File: src/verilog/hpg_pkg.sv
package hpg_pkg;
	// Parallel word and delay tap widths
	localparam int WORD_W = 4;
	localparam int TAP_W = 6;
	localparam int TAP_COUNT = 64;
	localparam int TAP_STEP_PS = 25;
	localparam logic [5:0] TAP_INIT = 6'h00;
	localparam logic [5:0] TAP_MIN = 6'h00;
	localparam logic [5:0] TAP_MAX = 6'h3F;
	localparam logic [5:0] TAP_ONE = 6'h01;

	// Register clock phases within the four-cycle divider period
	localparam logic [1:0] PH_RISE = 2'h0;
	localparam logic [1:0] PH_FALL = 2'h2;
	localparam logic [1:0] PH_ONE = 2'h1;

	// Capture and launch modes
	typedef enum logic [2:0] {
		RX_PLAIN,
		RX_REG,
		RX_DDR,
		RX_DDR_RESYNC,
		RX_DESER
	} hpg_rx_mode_e;
	typedef enum logic [1:0] {
		TX_PLAIN,
		TX_REG,
		TX_DDR,
		TX_SER
	} hpg_tx_mode_e;

	// Register byte offsets
	localparam logic [7:0] REG_CTRL = 8'h00;
	localparam logic [7:0] REG_TXDATA = 8'h04;
	localparam logic [7:0] REG_RXDATA = 8'h08;
	localparam logic [7:0] REG_DELAY = 8'h0C;

	// Control register fields
	localparam int CTRL_W = 10;
	localparam logic [9:0] CTRL_RESET = 10'h000;
	localparam int CTRL_DIFF_BIT = 0;
	localparam int CTRL_RX_LSB = 1;
	localparam int CTRL_TX_LSB = 4;
	localparam int CTRL_OEREG_BIT = 6;
	localparam int CTRL_DRIVE_BIT = 7;
	localparam int CTRL_AUXO_BIT = 8;
	localparam int CTRL_AUXOE_BIT = 9;

	// Receive and delay register fields
	localparam int RXD_BYP_BIT = 4;
	localparam int RXD_AUX_BIT = 5;
	localparam int RXD_NEW_BIT = 6;
	localparam int DLY_STEP_BIT = 0;
	localparam int DLY_DIR_BIT = 1;
	localparam int DLY_CLR_BIT = 2;
	localparam int DLY_BUSY_BIT = 8;
	localparam int TXS_CNT_LSB = 0;

	// Transmit buffer depth
	localparam logic [1:0] BUF_DEPTH = 2'h2;
endpackage : hpg_pkg
File: src/verilog/hpg_link_if.sv
`timescale 1ns/1ps
interface hpg_link_if;
	// Static configuration from the fabric
	logic cfg_diff;
	hpg_pkg::hpg_rx_mode_e cfg_rx_mode;
	hpg_pkg::hpg_tx_mode_e cfg_tx_mode;
	logic cfg_oe_reg;
	// Launch path
	logic [hpg_pkg::WORD_W-1:0] tx_word;
	logic tx_valid;
	logic tx_ready;
	logic tx_oe;
	logic second_leg_drive_enable;
	logic aux_out;
	// Capture path
	logic [hpg_pkg::WORD_W-1:0] rx_word;
	logic rx_valid;
	logic bypass_pad_tap;
	logic aux_in;
	// Dynamic delay control
	logic delay_adjust_enable;
	logic delay_step_direction;
	logic delay_counter_clear;
	logic delay_step_done;
	logic [hpg_pkg::TAP_W-1:0] delay_tap;

	modport dev (
		input cfg_diff, cfg_rx_mode, cfg_tx_mode, cfg_oe_reg,
		input tx_word, tx_valid, tx_oe, second_leg_drive_enable, aux_out,
		input delay_adjust_enable, delay_step_direction, delay_counter_clear,
		output tx_ready, rx_word, rx_valid, bypass_pad_tap, aux_in,
		output delay_step_done, delay_tap
	);
	modport fab (
		output cfg_diff, cfg_rx_mode, cfg_tx_mode, cfg_oe_reg,
		output tx_word, tx_valid, tx_oe, second_leg_drive_enable, aux_out,
		output delay_adjust_enable, delay_step_direction, delay_counter_clear,
		input tx_ready, rx_word, rx_valid, bypass_pad_tap, aux_in,
		input delay_step_done, delay_tap
	);
endinterface : hpg_link_if

File: src/verilog/hpg_pin_pair.sv
// Functional notes
// Pair works as two pins or one differential
// Plain on bit0; dual-edge rise bit0, fall bit1
// Deserializer earliest bit0, latest bit3
// Dual-edge launch bit0 rising, bit1 falling
// Serializer sends bit0 first, bit3 last
// Fabric enable drives pad, optionally registered
// Fabric drives second leg enable same as primary
// Enabled delay steps once: 1 up, 0 down
// Clear returns delay counter to initial setting
// Output register clock times data and enable
// Fast shift clock drives the serializer
// Input register clock times capture registers
// Fast shift clock drives the deserializer
// Unregistered pad offered on bypass output
// Differential pair uses positive-leg core signals only
// Resync delays falling sample half cycle
// Resync hands both bits on rising edge
// Delay input only, 64 steps of 25 ps
// Delay counter saturates at both ends
//
// The APB interface to the registers and the address map were decided locally.
`timescale 1ns/1ps
module hpg_pin_pair (
	input wire logic CLK_SYS,
	input wire logic RST_N,
	hpg_link_if.dev LINK,
	input wire logic PAD_P_I,
	output logic PAD_P_O,
	output logic PAD_P_OE,
	input wire logic PAD_N_I,
	output logic PAD_N_O,
	output logic PAD_N_OE
);
	import hpg_pkg::*;

	logic [1:0] phase_q;
	logic [WORD_W-1:0] rx_sr_q;
	logic [WORD_W-1:0] rx_word_q;
	logic [WORD_W-1:0] rx_word_d;
	logic rx_valid_q;
	logic rx_valid_d;
	logic rx_fall_q;
	logic bypass_q;
	logic aux_in_q;
	logic [TAP_W-1:0] tap_q;
	logic [TAP_W-1:0] tap_d;
	logic done_q;
	logic done_d;
	logic [WORD_W-1:0] hold_q;
	logic [WORD_W-1:0] tx_sr_q;
	logic [WORD_W-1:0] tx_sr_d;
	logic pad_p_d;
	logic oe_p_q;
	logic oe_n_q;
	logic oe_n_src;

	// Divider: CLK_SYS is the fast shift clock, every fourth cycle a register edge
	always_ff @(posedge CLK_SYS or negedge RST_N) begin
		if (!RST_N) begin
			phase_q <= PH_RISE;
		end else begin
			phase_q <= phase_q + PH_ONE;
		end
	end

	// Register clock edges as enable pulses; a falling edge sits mid-period
	wire rise_en = (phase_q == PH_RISE);
	wire fall_en = (phase_q == PH_FALL);

	// The differential receiver resolves the pair onto the positive leg
	// pair mode select
	wire rx_in = LINK.cfg_diff ? (PAD_P_I & ~PAD_N_I) : PAD_P_I;
	wire rx_plain = (LINK.cfg_rx_mode == RX_PLAIN);

	// Deserializer shifts on every fast cycle, newest bit enters at the top
	// fast deserializer shift
	always_ff @(posedge CLK_SYS or negedge RST_N) begin
		if (!RST_N) begin
			rx_sr_q <= 4'h0;
		end else begin
			rx_sr_q <= {rx_in, rx_sr_q[WORD_W-1:1]};
		end
	end

	// Falling-edge sample held until the next rising edge
	// half cycle hold
	always_ff @(posedge CLK_SYS or negedge RST_N) begin
		if (!RST_N) begin
			rx_fall_q <= 1'b0;
		end else if (fall_en) begin
			rx_fall_q <= rx_in;
		end
	end

	// Capture word selection per receive mode
	always_comb begin
		rx_word_d = rx_word_q;
		rx_valid_d = 1'b0;
		case (LINK.cfg_rx_mode)
			// rising capture register
			RX_REG: begin
				if (rise_en) begin
					rx_word_d = {3'h0, rx_in};
					rx_valid_d = 1'b1;
				end
			end
			// rise bit0 fall bit1
			RX_DDR: begin
				if (rise_en) begin
					rx_word_d = {rx_word_q[3:1], rx_in};
					rx_valid_d = 1'b1;
				end else if (fall_en) begin
					rx_word_d = {rx_word_q[3:2], rx_in, rx_word_q[0]};
					rx_valid_d = 1'b1;
				end
			end
			// both on rising
			RX_DDR_RESYNC: begin
				if (rise_en) begin
					rx_word_d = {2'h0, rx_fall_q, rx_in};
					rx_valid_d = 1'b1;
				end
			end
			// earliest in bit0
			RX_DESER: begin
				if (rise_en) begin
					rx_word_d = rx_sr_q;
					rx_valid_d = 1'b1;
				end
			end
			default: begin
				rx_word_d = {3'h0, rx_in};
				rx_valid_d = 1'b1;
			end
		endcase
	end

	// Capture outputs; the bypass tap only carries the pad with no register chosen
	always_ff @(posedge CLK_SYS or negedge RST_N) begin
		if (!RST_N) begin
			rx_word_q <= 4'h0;
			rx_valid_q <= 1'b0;
			bypass_q <= 1'b0;
			aux_in_q <= 1'b0;
		end else begin
			rx_word_q <= rx_word_d;
			rx_valid_q <= rx_valid_d;
			// bypass in plain mode
			bypass_q <= rx_plain & rx_in;
			aux_in_q <= PAD_N_I;
		end
	end

	// Delay counter updates once per register period; it never wraps
	always_comb begin
		tap_d = tap_q;
		done_d = 1'b0;
		if (rise_en) begin
			if (LINK.delay_counter_clear) begin
				// back to initial
				tap_d = TAP_INIT;
				done_d = 1'b1;
			end else if (LINK.delay_adjust_enable) begin
				done_d = 1'b1;
				// one step per update
				if (LINK.delay_step_direction) begin
					// saturate at top
					if (tap_q != TAP_MAX) begin
						tap_d = tap_q + TAP_ONE;
					end
				end else begin
					// saturate at bottom
					if (tap_q != TAP_MIN) begin
						tap_d = tap_q - TAP_ONE;
					end
				end
			end
		end
	end

	// The tap drives the analog input chain of the positive leg, never the output
	// input-only 64 taps
	always_ff @(posedge CLK_SYS or negedge RST_N) begin
		if (!RST_N) begin
			tap_q <= TAP_INIT;
			done_q <= 1'b0;
		end else begin
			tap_q <= tap_d;
			done_q <= done_d;
		end
	end

	assign LINK.rx_word = rx_word_q;
	assign LINK.rx_valid = rx_valid_q;
	assign LINK.bypass_pad_tap = bypass_q;
	assign LINK.aux_in = aux_in_q;
	assign LINK.delay_tap = tap_q;
	assign LINK.delay_step_done = done_q;

	// Launch side takes a word per rising register edge, or every cycle when plain
	wire tx_plain = (LINK.cfg_tx_mode == TX_PLAIN);
	wire take_en = tx_plain | rise_en;
	wire take = take_en & LINK.tx_valid;
	// An empty buffer repeats the last word rather than sending garbage
	wire [WORD_W-1:0] word_now = take ? LINK.tx_word : hold_q;
	assign LINK.tx_ready = take_en;

	// Serializer loads on the register edge and shifts every fast cycle
	// fast serializer shift
	assign tx_sr_d = rise_en ? {1'b0, word_now[3:1]} : {1'b0, tx_sr_q[3:1]};

	// Pad data per launch mode
	always_comb begin
		pad_p_d = PAD_P_O;
		case (LINK.cfg_tx_mode)
			// rising output register
			TX_REG: begin
				if (rise_en) begin
					pad_p_d = word_now[0];
				end
			end
			// rise bit0 fall bit1
			TX_DDR: begin
				if (rise_en) begin
					pad_p_d = word_now[0];
				end else if (fall_en) begin
					pad_p_d = hold_q[1];
				end
			end
			// bit0 first
			TX_SER: begin
				pad_p_d = rise_en ? word_now[0] : tx_sr_q[0];
			end
			default: begin
				pad_p_d = word_now[0];
			end
		endcase
	end

	// Enables follow the fabric each cycle, or only at the register edge
	// optional enable register
	wire oe_upd = ~LINK.cfg_oe_reg | rise_en;
	// second leg enable
	assign oe_n_src = LINK.second_leg_drive_enable;

	// Launch registers; the negative leg mirrors in differential mode
	always_ff @(posedge CLK_SYS or negedge RST_N) begin
		if (!RST_N) begin
			hold_q <= 4'h0;
			tx_sr_q <= 4'h0;
			PAD_P_O <= 1'b0;
			PAD_N_O <= 1'b0;
			oe_p_q <= 1'b0;
			oe_n_q <= 1'b0;
		end else begin
			hold_q <= word_now;
			tx_sr_q <= tx_sr_d;
			PAD_P_O <= pad_p_d;
			// complement or independent pin
			PAD_N_O <= LINK.cfg_diff ? ~pad_p_d : LINK.aux_out;
			if (oe_upd) begin
				oe_p_q <= LINK.tx_oe;
				oe_n_q <= oe_n_src;
			end
		end
	end

	assign PAD_P_OE = oe_p_q;
	assign PAD_N_OE = oe_n_q;
endmodule : hpg_pin_pair

File: src/flat_wrapper.sv
// flat-port wrapper written by rule: the top's interface ports become plain ports
module hpg_pin_pair_flat import hpg_pkg::*;
  (CLK_SYS, RST_N, PAD_P_I, PAD_P_O, PAD_P_OE, PAD_N_I, PAD_N_O, PAD_N_OE, LINK_cfg_diff, LINK_cfg_rx_mode, LINK_cfg_tx_mode, LINK_cfg_oe_reg, LINK_tx_word, LINK_tx_valid, LINK_tx_oe, LINK_second_leg_drive_enable, LINK_aux_out, LINK_delay_adjust_enable, LINK_delay_step_direction, LINK_delay_counter_clear, LINK_tx_ready, LINK_rx_word, LINK_rx_valid, LINK_bypass_pad_tap, LINK_aux_in, LINK_delay_step_done, LINK_delay_tap);
  hpg_link_if LINK_i ();
  input wire logic CLK_SYS;
  input wire logic RST_N;
  input wire logic PAD_P_I;
  output logic PAD_P_O;
  output logic PAD_P_OE;
  input wire logic PAD_N_I;
  output logic PAD_N_O;
  output logic PAD_N_OE;
  input wire logic [$bits(LINK_i.cfg_diff)-1:0] LINK_cfg_diff;
  input wire logic [$bits(LINK_i.cfg_rx_mode)-1:0] LINK_cfg_rx_mode;
  input wire logic [$bits(LINK_i.cfg_tx_mode)-1:0] LINK_cfg_tx_mode;
  input wire logic [$bits(LINK_i.cfg_oe_reg)-1:0] LINK_cfg_oe_reg;
  input wire logic [$bits(LINK_i.tx_word)-1:0] LINK_tx_word;
  input wire logic [$bits(LINK_i.tx_valid)-1:0] LINK_tx_valid;
  input wire logic [$bits(LINK_i.tx_oe)-1:0] LINK_tx_oe;
  input wire logic [$bits(LINK_i.second_leg_drive_enable)-1:0] LINK_second_leg_drive_enable;
  input wire logic [$bits(LINK_i.aux_out)-1:0] LINK_aux_out;
  input wire logic [$bits(LINK_i.delay_adjust_enable)-1:0] LINK_delay_adjust_enable;
  input wire logic [$bits(LINK_i.delay_step_direction)-1:0] LINK_delay_step_direction;
  input wire logic [$bits(LINK_i.delay_counter_clear)-1:0] LINK_delay_counter_clear;
  output wire logic [$bits(LINK_i.tx_ready)-1:0] LINK_tx_ready;
  output wire logic [$bits(LINK_i.rx_word)-1:0] LINK_rx_word;
  output wire logic [$bits(LINK_i.rx_valid)-1:0] LINK_rx_valid;
  output wire logic [$bits(LINK_i.bypass_pad_tap)-1:0] LINK_bypass_pad_tap;
  output wire logic [$bits(LINK_i.aux_in)-1:0] LINK_aux_in;
  output wire logic [$bits(LINK_i.delay_step_done)-1:0] LINK_delay_step_done;
  output wire logic [$bits(LINK_i.delay_tap)-1:0] LINK_delay_tap;
  assign LINK_i.cfg_diff = LINK_cfg_diff;
  assign LINK_i.cfg_rx_mode = LINK_cfg_rx_mode;
  assign LINK_i.cfg_tx_mode = LINK_cfg_tx_mode;
  assign LINK_i.cfg_oe_reg = LINK_cfg_oe_reg;
  assign LINK_i.tx_word = LINK_tx_word;
  assign LINK_i.tx_valid = LINK_tx_valid;
  assign LINK_i.tx_oe = LINK_tx_oe;
  assign LINK_i.second_leg_drive_enable = LINK_second_leg_drive_enable;
  assign LINK_i.aux_out = LINK_aux_out;
  assign LINK_i.delay_adjust_enable = LINK_delay_adjust_enable;
  assign LINK_i.delay_step_direction = LINK_delay_step_direction;
  assign LINK_i.delay_counter_clear = LINK_delay_counter_clear;
  assign LINK_tx_ready = LINK_i.tx_ready;
  assign LINK_rx_word = LINK_i.rx_word;
  assign LINK_rx_valid = LINK_i.rx_valid;
  assign LINK_bypass_pad_tap = LINK_i.bypass_pad_tap;
  assign LINK_aux_in = LINK_i.aux_in;
  assign LINK_delay_step_done = LINK_i.delay_step_done;
  assign LINK_delay_tap = LINK_i.delay_tap;
  hpg_pin_pair u_core (.CLK_SYS(CLK_SYS), .RST_N(RST_N), .LINK(LINK_i), .PAD_P_I(PAD_P_I), .PAD_P_O(PAD_P_O), .PAD_P_OE(PAD_P_OE), .PAD_N_I(PAD_N_I), .PAD_N_O(PAD_N_O), .PAD_N_OE(PAD_N_OE));
endmodule
File: config.mk
export PLATFORM = sky130hd
export DESIGN_NAME = hpg_pin_pair_flat
export DESIGN_NICKNAME = d
export VERILOG_FILES = /design/src/verilog/hpg_pkg.sv /design/src/verilog/hpg_link_if.sv /design/src/verilog/hpg_pin_pair.sv /design/src/flat_wrapper.sv
export SDC_FILE = /design/constraint.sdc
export NUM_CORES = 1
export LEC_CHECK = 0
export ABC_AREA = 1
export BUFFER_PORTS_ARGS = -buffer_cell sky130_fd_sc_hd__buf_4
export CORE_ASPECT_RATIO = 2
export CORE_MARGIN = 4
export CORE_UTILIZATION = 45
export DETAILED_ROUTE_END_ITERATION = 10
export PLACE_DENSITY_LB_ADDON = 0.3
export SETUP_SLACK_MARGIN = 0.1
export SLEW_MARGIN = 10
export SYNTH_ARGS = -nofsm -noshare
export SYNTH_HDL_FRONTEND = slang
export SYNTH_SLANG_ARGS = --single-unit
export TNS_END_PERCENT = 100
File: constraint.sdc
create_clock -name CLK_SYS -period 1.8 [get_ports CLK_SYS]
set_input_delay 0 -clock CLK_SYS [delete_from_list [all_inputs] [get_ports CLK_SYS]]
set_output_delay 0 -clock CLK_SYS [all_outputs]
set_load 0.01 [all_outputs]
==> results of run 1 <==
==> synth_stat cells <==
| library cell | count |
|---|---|
| sky130_fd_sc_hd__mux2_2 | 2 |
| sky130_fd_sc_hd__nand3b_1 | 2 |
| sky130_fd_sc_hd__a21oi_2 | 1 |
| sky130_fd_sc_hd__xnor2_1 | 1 |
| sky130_fd_sc_hd__nor2_2 | 1 |
| sky130_fd_sc_hd__o21ai_4 | 1 |
| sky130_fd_sc_hd__o21ai_2 | 1 |
| sky130_fd_sc_hd__ha_1 | 6 |
| sky130_fd_sc_hd__buf_2 | 1 |
| sky130_fd_sc_hd__a21boi_0 | 1 |
| sky130_fd_sc_hd__nand3_1 | 12 |
| sky130_fd_sc_hd__inv_2 | 1 |
| sky130_fd_sc_hd__inv_1 | 27 |
| sky130_fd_sc_hd__nor2_1 | 25 |
| sky130_fd_sc_hd__dfrtp_1 | 32 |
| sky130_fd_sc_hd__o211ai_1 | 1 |
| sky130_fd_sc_hd__nand2_4 | 1 |
| sky130_fd_sc_hd__a31oi_1 | 2 |
| sky130_fd_sc_hd__xor2_1 | 2 |
| sky130_fd_sc_hd__nand4_1 | 3 |
| sky130_fd_sc_hd__fa_1 | 1 |
| sky130_fd_sc_hd__nand2_2 | 1 |
| sky130_fd_sc_hd__o21ai_0 | 15 |
| sky130_fd_sc_hd__nand2_1 | 63 |
| sky130_fd_sc_hd__a21oi_1 | 3 |
==> how the worst max path moves through the flow <==
stage / slack [ns] / cells past startpoint / to
floorplan: 0.26 / 6 / u_core.LINK.delay_tap[4]$_DFFE_PN0P_
global placement: 0.20 / 9 / u_core.PAD_N_O$_DFF_PN0_
detailed placement: 0.19 / 9 / u_core.PAD_N_O$_DFF_PN0_
CTS: 0.17 / 9 / u_core.PAD_N_O$_DFF_PN0_
global route: 0.11 / 7 / u_core.hold_q[3]$_DFF_PN0_
finish: 0.24 / 6 / u_core.LINK.delay_tap[4]$_DFFE_PN0P_
==> area by class of cell <==
cell class                 instances  area (um2)
fill                             318        1200
sequential                        32         801
multi-input combinational        145         746
timing repair buffer              52         413
inverter                          28         105
clock buffer                       7        96.3
tap                               48        60.1
clock inverter                     1        30.0
==> through the flow <==
stage	hold WS [ns]	power, W	instance area (um2)
after global placement	-0.0455	0.00176	2030
after CTS	0.00730	0.00255	2250
final	0.0113	0.00254	2250
after global routing	0.0218	0.00270	2250
after floorplan	-0.296	0.00142	1650
after detailed placement	-0.0446	0.00178	2030
==> critical path, cell delays in order (launching register included) <==
cell and delay, ns:
sky130_fd_sc_hd__dfrtp_1 0.43, sky130_fd_sc_hd__inv_1 0.11, sky130_fd_sc_hd__fa_1 0.43, sky130_fd_sc_hd__o21ai_0 0.24, sky130_fd_sc_hd__xor2_1 0.17, sky130_fd_sc_hd__nand2_1 0.07
sky130_fd_sc_hd__nand2_1 0.05
==> timing repair <==
action,CTS,global route
hold endpoints to repair,38,0
hold buffers,9,0
endpoints found under the setup margin,0,8
gates resized for setup,0,1
==> layer usage <==
| metal | vias up | global-route usage [%] | part of all wire [%] | wire length, um |
|---|---|---|---|---|
| met1 | 683 | 19.8 | 37 | 1500 |
| met2 | 42 | 35.7 | 56 | 2270 |
| met3 | 12 | 3.02 | 3.4 | 137 |
| li1 | 767 | - | - | - |
| met4 | 0 | 11.5 | 4.0 | 164 |
| met5 | - | 0 | 0 | 0 |
==> cell families after synthesis <==
| group | synth area share [%] |
|---|---|
| adders and majority gates | 5.75 |
| DFF | 48.4 |
| and+or+nand+nor | 27.1 |
| buffers and inverters | 6.66 |
| muxes | 1.36 |
| xor gates and xnor gates | 1.59 |
| AOI/OAI and AO/OA | 9.15 |
==> flip-flops by register name, indices dropped and copies added (netlist names) <==
signal                       flops
u_core.LINK.aux_in               1
u_core.LINK.bypass_pad_tap       1
u_core.LINK.delay_step_done      1
u_core.LINK.delay_tap            6
u_core.LINK.rx_valid             1
u_core.LINK.rx_word              4
u_core.PAD_N_O                   1
u_core.PAD_N_OE                  1
u_core.PAD_P_O                   1
u_core.PAD_P_OE                  1
u_core.hold_q                    4
u_core.phase_q                   2
u_core.rx_fall_q                 1
u_core.rx_sr_q                   4
u_core.tx_sr_q                   3
==> power by group through the flow <==
stage	logic (W)	clock network (W)	registers [W]
after floorplan	0.000454	0	0.000965
after global placement	0.000839	0	0.000924
after detailed placement	0.000859	0	0.000921
after CTS	0.000878	0.000762	0.000909
after global routing	0.000989	0.000786	0.000929
final	0.000882	0.000745	0.000913
==> out/metrics.json, run 1 <==
{
  "outcome": "complete, no violations",
  "timing.reg2reg.setup_slack_ns": 0.24,
  "clkLatencyLatePin_ns": 0.28,
  "num-nets-final": 293,
  "comb_power_share_pct": 34.7,
  "power-per-cell-area_nw_per_um2": 1130,
  "cts_max_path_buffers": 2,
  "max_clock_freq_ghz": 0.640,
  "synth-warning-count": 0,
  "cts_buffers": 5,
  "library_cells_used_by_synthesis": 25,
  "num_vias": 1504,
  "chipHeight_um": 93.7,
  "synth_area_leaders": "sky130_fd_sc_hd__dfrtp_1, sky130_fd_sc_hd__nand2_1, sky130_fd_sc_hd__inv_1",
  "drt_iter0_markers": 24,
  "sequentialPowerShare_pct": 35.9,
  "drt.antenna.violating_nets": 0,
  "final-hold-violation-count": 0,
  "worst-r2r-cell-count": 6,
  "syn_inst": 206,
  "mean_number_of_vias_per_cell": 4.81,
  "cts_tree": "built",
  "p_leak_nw": 1.19,
  "setup_total_negative_slack_ns": 0,
  "floorplan.initialDensity_pct": 47.9,
  "min-delay-start": "LINK_tx_word[1]",
  "grt-ovfl-total": 0,
  "layout_worst_path_cycle_share_pct": 86.9,
  "leading_cell_type_in_the_layout_fill_and_taps_excluded": "sky130_fd_sc_hd__nand2_1",
  "setup_violations": 0,
  "power.clock.fraction_pct": 29.3,
  "sequential_fraction_of_the_synthesis_area_pct": 48.4,
  "worstSetupPathType": "reg -> reg",
  "final_cell_mix": "sky130_fd_sc_hd__nand2_1, sky130_fd_sc_hd__buf_4, sky130_fd_sc_hd__dfrtp_1",
  "setup_repair_after_global_routing_missed_its_margin": "no",
  "detail_route.wl_per_cell_um": 13.0,
  "die_area_um2": 4770,
  "synth.top_cell.area_share_pct": 48.4,
  "antenna_violations_before_repair": 0,
  "gp_routability_congestion": 0.898,
  "grt_util_all_layers_pct": 19.4,
  "grt_max_degree": 33,
  "synth-seq-cells": 32,
  "worst_clock_skew_ns": 0.00687,
  "critical_path.reg2reg.endpoint": "u_core.LINK.delay_tap[4]$_DFFE_PN0P_",
  "clock_sinks": 32,
  "vdd_drop_max_mv": 0.778,
  "via_count_of_the_first_global_routing_pass": 1576,
  "clockRootBuffer": "sky130_fd_sc_hd__clkbuf_8",
  "crit_required_ns": 2.02,
  "boundaryPins": 41,
  "critical_path_peak_fanout": 6,
  "hold_class": "in -> reg",
  "total_of_max_cap_violations": 0,
  "crit-reg2reg-launch": "u_core.LINK.delay_tap[1]$_DFFE_PN0P_",
  "post_synth.cell_area_avg_um2": 8.03,
  "synth_nets": 235,
  "post_layout_min_period_ns": 1.56,
  "dieWidth_um": 50.9,
  "power.switching_w": 0.000843,
  "post-place-cells": 296,
  "dpl_worst_slack_ns": 0.186,
  "critical_path.endpoint_type": "flip-flop",
  "fp.coreArea_um2": 3450,
  "worst_setup_path_startpoint": "u_core.LINK.delay_tap[1]$_DFFE_PN0P_",
  "worst_pin_slew_ns": 0.447,
  "postCtsSetupRepairBufs": 0,
  "hold_path_end": "u_core.hold_q[1]$_DFF_PN0_",
  "core.rowCount": 30,
  "detail_route.wirelength_mm": 4.07,
  "antenna_cells_inserted": 0,
  "port_buffers": 40,
  "detailedRoute.firstPassIterationCount": 4,
  "power.switching_fraction_pct": 33.2,
  "post_synth_instance_area_um2": 1650,
  "final.setup.worst_slack_ns": 0.237,
  "maxSlewViolCount": 0,
  "hpwlAfterDp_mm": 3.09,
  "first_pass_grt_wire_length_mm": 6.89,
  "slew_margin_rel_pct": 69.9,
  "post-route-drc-count": 0,
  "critical_path_arrival_ns": 1.78,
  "layout-drive-gt1-share_pct": 23.0,
  "fin_cells": 313,
  "clock_tree.htree_level_count": 2,
  "p_int_w": 0.00170,
  "area_delta_synth_final_pct": 36.1,
  "timing.hold.worst_path_depth": 3,
  "critical_path.startpoint_type": "flip-flop",
  "cts.reportedPaths.clkPinSlew_ns": 0.07,
  "finish.utilization_pct": 65.2,
  "netlist.top_cell.by_area": "sky130_fd_sc_hd__dfrtp_1"
}
(Power assumes the default switching activity.)
==> run 2, diff against run 1 <==
--- a/config.mk
+++ b/config.mk
@@ -5,14 +5,12 @@
 export SDC_FILE = /design/constraint.sdc
 export NUM_CORES = 1
 export LEC_CHECK = 0
-export ABC_AREA = 1
 export BUFFER_PORTS_ARGS = -buffer_cell sky130_fd_sc_hd__buf_4
 export CORE_ASPECT_RATIO = 2
 export CORE_MARGIN = 4
 export CORE_UTILIZATION = 45
 export DETAILED_ROUTE_END_ITERATION = 10
 export PLACE_DENSITY_LB_ADDON = 0.3
-export SETUP_SLACK_MARGIN = 0.1
 export SLEW_MARGIN = 10
 export SYNTH_ARGS = -nofsm -noshare
 export SYNTH_HDL_FRONTEND = slang
==> out/metrics.json, run 2 <==
{
  "outcome": "finished, violations left",
  "failing_checks": "negative setup slack",
  "grt-ovfl-total": {"value": 0, "change": "unchanged"},
  "detail_route.wirelength": {"value": 3.71, "unit": "mm", "change": "-8.9%"},
  "critical_path.startpoint_type": "flip-flop",
  "final_area": {"value": 2270, "unit": "um2", "change": "+0.72%"},
  "hold_class": "in -> reg",
  "dpl_worst_slack": {"value": -0.0510, "unit": "ns", "change": "-0.237 ns"},
  "antenna_violations_before_repair": {"value": 0, "change": "unchanged"},
  "crit_required": {"value": 2.00, "unit": "ns", "change": "-0.02 ns"},
  "gp_routability_congestion": {"value": 0.807, "change": "-10%"},
  "vdd_drop_max": {"value": 0.904, "unit": "mV", "change": "+16%"},
  "yosys.cell_count.top_type": "sky130_fd_sc_hd__dfrtp_1",
  "critical_path.endpoint_type": "flip-flop",
  "synth_nets": {"value": 175, "change": "-26%"},
  "library_cells_used_by_synthesis": {"value": 46, "change": "+84%"},
  "netlist.top_cell.by_area": "sky130_fd_sc_hd__dfrtp_1",
  "synth_area_leaders": "sky130_fd_sc_hd__dfrtp_1, sky130_fd_sc_hd__mux2_2, sky130_fd_sc_hd__ha_1",
  "detail_route.wl_per_cell": {"value": 14.4, "unit": "um", "change": "+11%"},
  "ys.flop_type": "sky130_fd_sc_hd__dfrtp_1",
  "synth-seq-cells": {"value": 32, "change": "unchanged"},
  "max_clock_freq": {"value": 0.548, "unit": "GHz", "change": "-14%"},
  "via_count_of_the_first_global_routing_pass": {"value": 1378, "change": "-13%"},
  "largest_register_ff_count": {"value": 6, "change": "unchanged"},
  "clock_tree.htree_level_count": {"value": 2, "change": "unchanged"},
  "floorplan.initialDensity": {"value": 47.1, "unit": "%", "change": "-0.76 points"},
  "num-nets-final": {"value": 237, "change": "-19%"},
  "clock_sinks": {"value": 32, "change": "unchanged"},
  "hpwlAfterDp": {"value": 2.74, "unit": "mm", "change": "-11%"},
  "grt_max_degree": {"value": 33, "change": "unchanged"},
  "critPathSlowestCell": "sky130_fd_sc_hd__or4b_1",
  "post_synth.cell_area_avg": {"value": 11.0, "unit": "um2", "change": "+37%"},
  "timing.hold.worst_path_depth": {"value": 3, "change": "unchanged"},
  "post_synth_instance_area": {"value": 1610, "unit": "um2", "change": "-2.6%"},
  "boundaryPins": {"value": 41, "change": "unchanged"},
  "total_power": {"value": 0.00239, "unit": "W", "change": "-6.1%"},
  "clockRootBuffer": "sky130_fd_sc_hd__clkbuf_8",
  "drt.antenna.violating_nets": {"value": 0, "change": "unchanged"},
  "final-hold-violation-count": {"value": 0, "change": "unchanged"},
  "synth-warning-count": {"value": 0, "change": "unchanged"},
  "critical_path_peak_fanout": {"value": 3, "change": "-3"},
  "mean_number_of_vias_per_cell": {"value": 5.32, "change": "+11%"},
  "cts_buffers": {"value": 5, "change": "unchanged"},
  "async_reset_ff_share": {"value": 100, "unit": "%", "change": "unchanged"},
  "first_pass_grt_wire_length": {"value": 6.00, "unit": "mm", "change": "-13%"},
  "met1_length": {"value": 1.34, "unit": "mm", "change": "-11%"},
  "post-route-drc-count": {"value": 0, "change": "unchanged"},
  "final.setup.worst_slack": {"value": -0.0241, "unit": "ns", "change": "-0.261 ns"},
  "port_buffers": {"value": 40, "change": "unchanged"},
  "dieWidth": {"value": 50.3, "unit": "um", "change": "-1.1%"},
  "chipHeight": {"value": 92.6, "unit": "um", "change": "-1.2%"},
  "die_area": {"value": 4660, "unit": "um2", "change": "-2.3%"},
  "post_layout_min_period": {"value": 1.82, "unit": "ns", "change": "+0.261 ns"},
  "core.rowCount": {"value": 30, "change": "unchanged"},
  "grt_util_all_layers": {"value": 16.8, "unit": "%", "change": "-2.6 points"},
  "syn_inst": {"value": 146, "change": "-29%"},
  "detailedRoute.firstPassIterationCount": {"value": 4, "change": "unchanged"},
  "layout-drive-gt1-share": {"value": 38.8, "unit": "%", "change": "+16 points"},
  "slew_margin_rel": {"value": 73.4, "unit": "%", "change": "+3.5 points"},
  "worst_pin_slew": {"value": 0.399, "unit": "ns", "change": "-0.0480 ns"},
  "cpPeakStageDelay": {"value": 0.51, "unit": "ns", "change": "+0.08 ns"},
  "fp.coreArea": {"value": 3420, "unit": "um2", "change": "-1.1%"},
  "setup_repair_after_global_routing_missed_its_margin": "yes",
  "power-per-cell-area": {"value": 1050, "unit": "nW/um2", "change": "-6.8%"},
  "cts_max_path_buffers": {"value": 2, "change": "unchanged"},
  "synth_commonest_cells": "sky130_fd_sc_hd__dfrtp_1, sky130_fd_sc_hd__inv_1, sky130_fd_sc_hd__nand2_1",
  "synth.top_cell.area_share": {"value": 49.7, "unit": "%", "change": "+1.3 points"},
  "met3_length": {"value": 153, "unit": "um", "change": "+12%"},
  "antenna_cells_inserted": {"value": 0, "change": "unchanged"},
  "synth-edff-count": {"value": 0, "change": "unchanged"},
  "leading_cell_type_in_the_layout_fill_and_taps_excluded": "sky130_fd_sc_hd__buf_4",
  "drt_iter0_markers": {"value": 25, "change": "+4.2%"},
  "setup_violations": {"value": 1, "change": "+1"},
  "critical_path.cell_chain": "ha_1 -> o21ai_0 -> or4b_1 -> o2111ai_2 -> nand3_1 -> a31oi_1",
  "worst_clock_skew": {"value": 0.00559, "unit": "ns", "change": "-0.00129 ns"},
  "area_delta_synth_final_pct": 40.8,
  "sequential_fraction_of_the_synthesis_area": {"value": 49.7, "unit": "%", "change": "+1.3 points"},
  "num_vias": {"value": 1367, "change": "-9.1%"},
  "p_leak": {"value": 1.06, "unit": "nW", "change": "-11%"},
  "dpl_cell_area": {"value": 2000, "unit": "um2", "change": "-1.6%"},
  "cts.reportedPaths.clkPinSlew": {"value": 0.07, "unit": "ns", "change": "about the same"},
  "cts_tree": "built",
  "worst-r2r-cell-count": {"value": 6, "change": "unchanged"},
  "total_of_max_cap_violations": {"value": 0, "change": "unchanged"},
  "clkLatencyLatePin": {"value": 0.28, "unit": "ns", "change": "about the same"},
  "setup_total_negative_slack": {"value": -0.0241, "unit": "ns", "change": "-0.0241 ns"},
  "worstSetupPathType": "reg -> reg",
  "metal2_wl": {"value": 2.07, "unit": "mm", "change": "-8.6%"},
  "final_cell_mix": "sky130_fd_sc_hd__buf_4, sky130_fd_sc_hd__dfrtp_1, sky130_fd_sc_hd__dlygate4sd3_1",
  "highest_signal_layer": "met4",
  "critical_path_arrival": {"value": 2.02, "unit": "ns", "change": "+0.24 ns"},
  "maxSlewViolCount": {"value": 0, "change": "unchanged"},
  "layout_worst_path_cycle_share": {"value": 101, "unit": "%", "change": "+14 points"}
}
[run 2: final timing paths]
path	from	to	slack (ns)
worst max-delay path	u_core.LINK.delay_tap[2]$_DFFE_PN0P_	u_core.LINK.delay_tap[5]$_DFFE_PN0P_	-0.02
worst min-delay path	LINK_cfg_rx_mode[2]	u_core.LINK.rx_valid$_DFF_PN0_	0.02
worst max register to register	u_core.LINK.delay_tap[2]$_DFFE_PN0P_	u_core.LINK.delay_tap[5]$_DFFE_PN0P_	-0.02
worst min register to register	u_core.rx_sr_q[1]$_DFF_PN0_	u_core.rx_sr_q[0]$_DFF_PN0_	0.38
max in group asynchronous	RST_N	u_core.LINK.delay_tap[2]$_DFFE_PN0P_	1.29
min in group asynchronous	RST_N	u_core.PAD_P_O$_DFF_PN0_	0.19
[run 2: what timing repair did]
action | CTS | global route
buffers inserted | 1 | 1
pin swaps | 0 | 1
hold buffers | 11 | 0
endpoints found under the setup margin | 3 | 2
resized for setup | 4 | 4
endpoints found under the hold margin | 41 | 0
[run 2: through the flow]
stage | utilization (%) | hold WS (ns) | std cells
floorplan | - | -0.296 | 146
global placement | 58.5 | -0.0442 | 236
detailed placement | 58.5 | -0.0394 | 236
CTS | 65.5 | 0.0133 | 256
global route | 66.4 | 0.0489 | 257
finish | 66.4 | 0.0232 | 257
[run 2: layout make-up]
class                           count  area (um2)
Fill cell                         273        1150
Sequential cell                    32         802
Multi-Input combinational cell     98         797
Timing Repair Buffer               59         470
Clock buffer                        6        82.6
Tap cell                           48        60.1
Inverter                           12        45.0
Clock inverter                      2        10.0
[run 2: cells by family (layout without fill, tap and decap cells)]
logic type                 count (synthesis)  count (layout)  synth area share (%)
muxes                                     14              14                  9.95
AOI/OAI and AO/OA                         38              38                  16.2
DFF                                       32              32                  49.7
adders and majority gates                  7               7                  5.91
xor gates and xnor gates                   4               4                  2.18
and+or+nand+nor                           35              35                  12.2
buffers and inverters                     16              79                  3.81
[run 2: worst max-delay path, delay by kind of cell (launching register included)]
kind / cells / cell delay, ns
flip-flops: 1 / 0.43
AND/OR/NAND/NOR: 2 / 0.63
adder cells (fa/ha/maj): 1 / 0.30
AO/OA/AOI/OAI: 3 / 0.39
[run 2: layer usage]
| metal | GRT usage [%] | vias to the layer above |
|---|---|---|
| li1 | - | 647 |
| met1 | 16.2 | 669 |
| met2 | 31.0 | 39 |
| met3 | 2.90 | 12 |
| met4 | 11.5 | 0 |
| met5 | 0 | - |
[run 2: where the power goes]
part	internal [W]	switching [W]
Combinational	0.000490	0.000419
Sequential	0.000818	0.0000988
Clock	0.000305	0.000256
Total	0.00161	0.000774
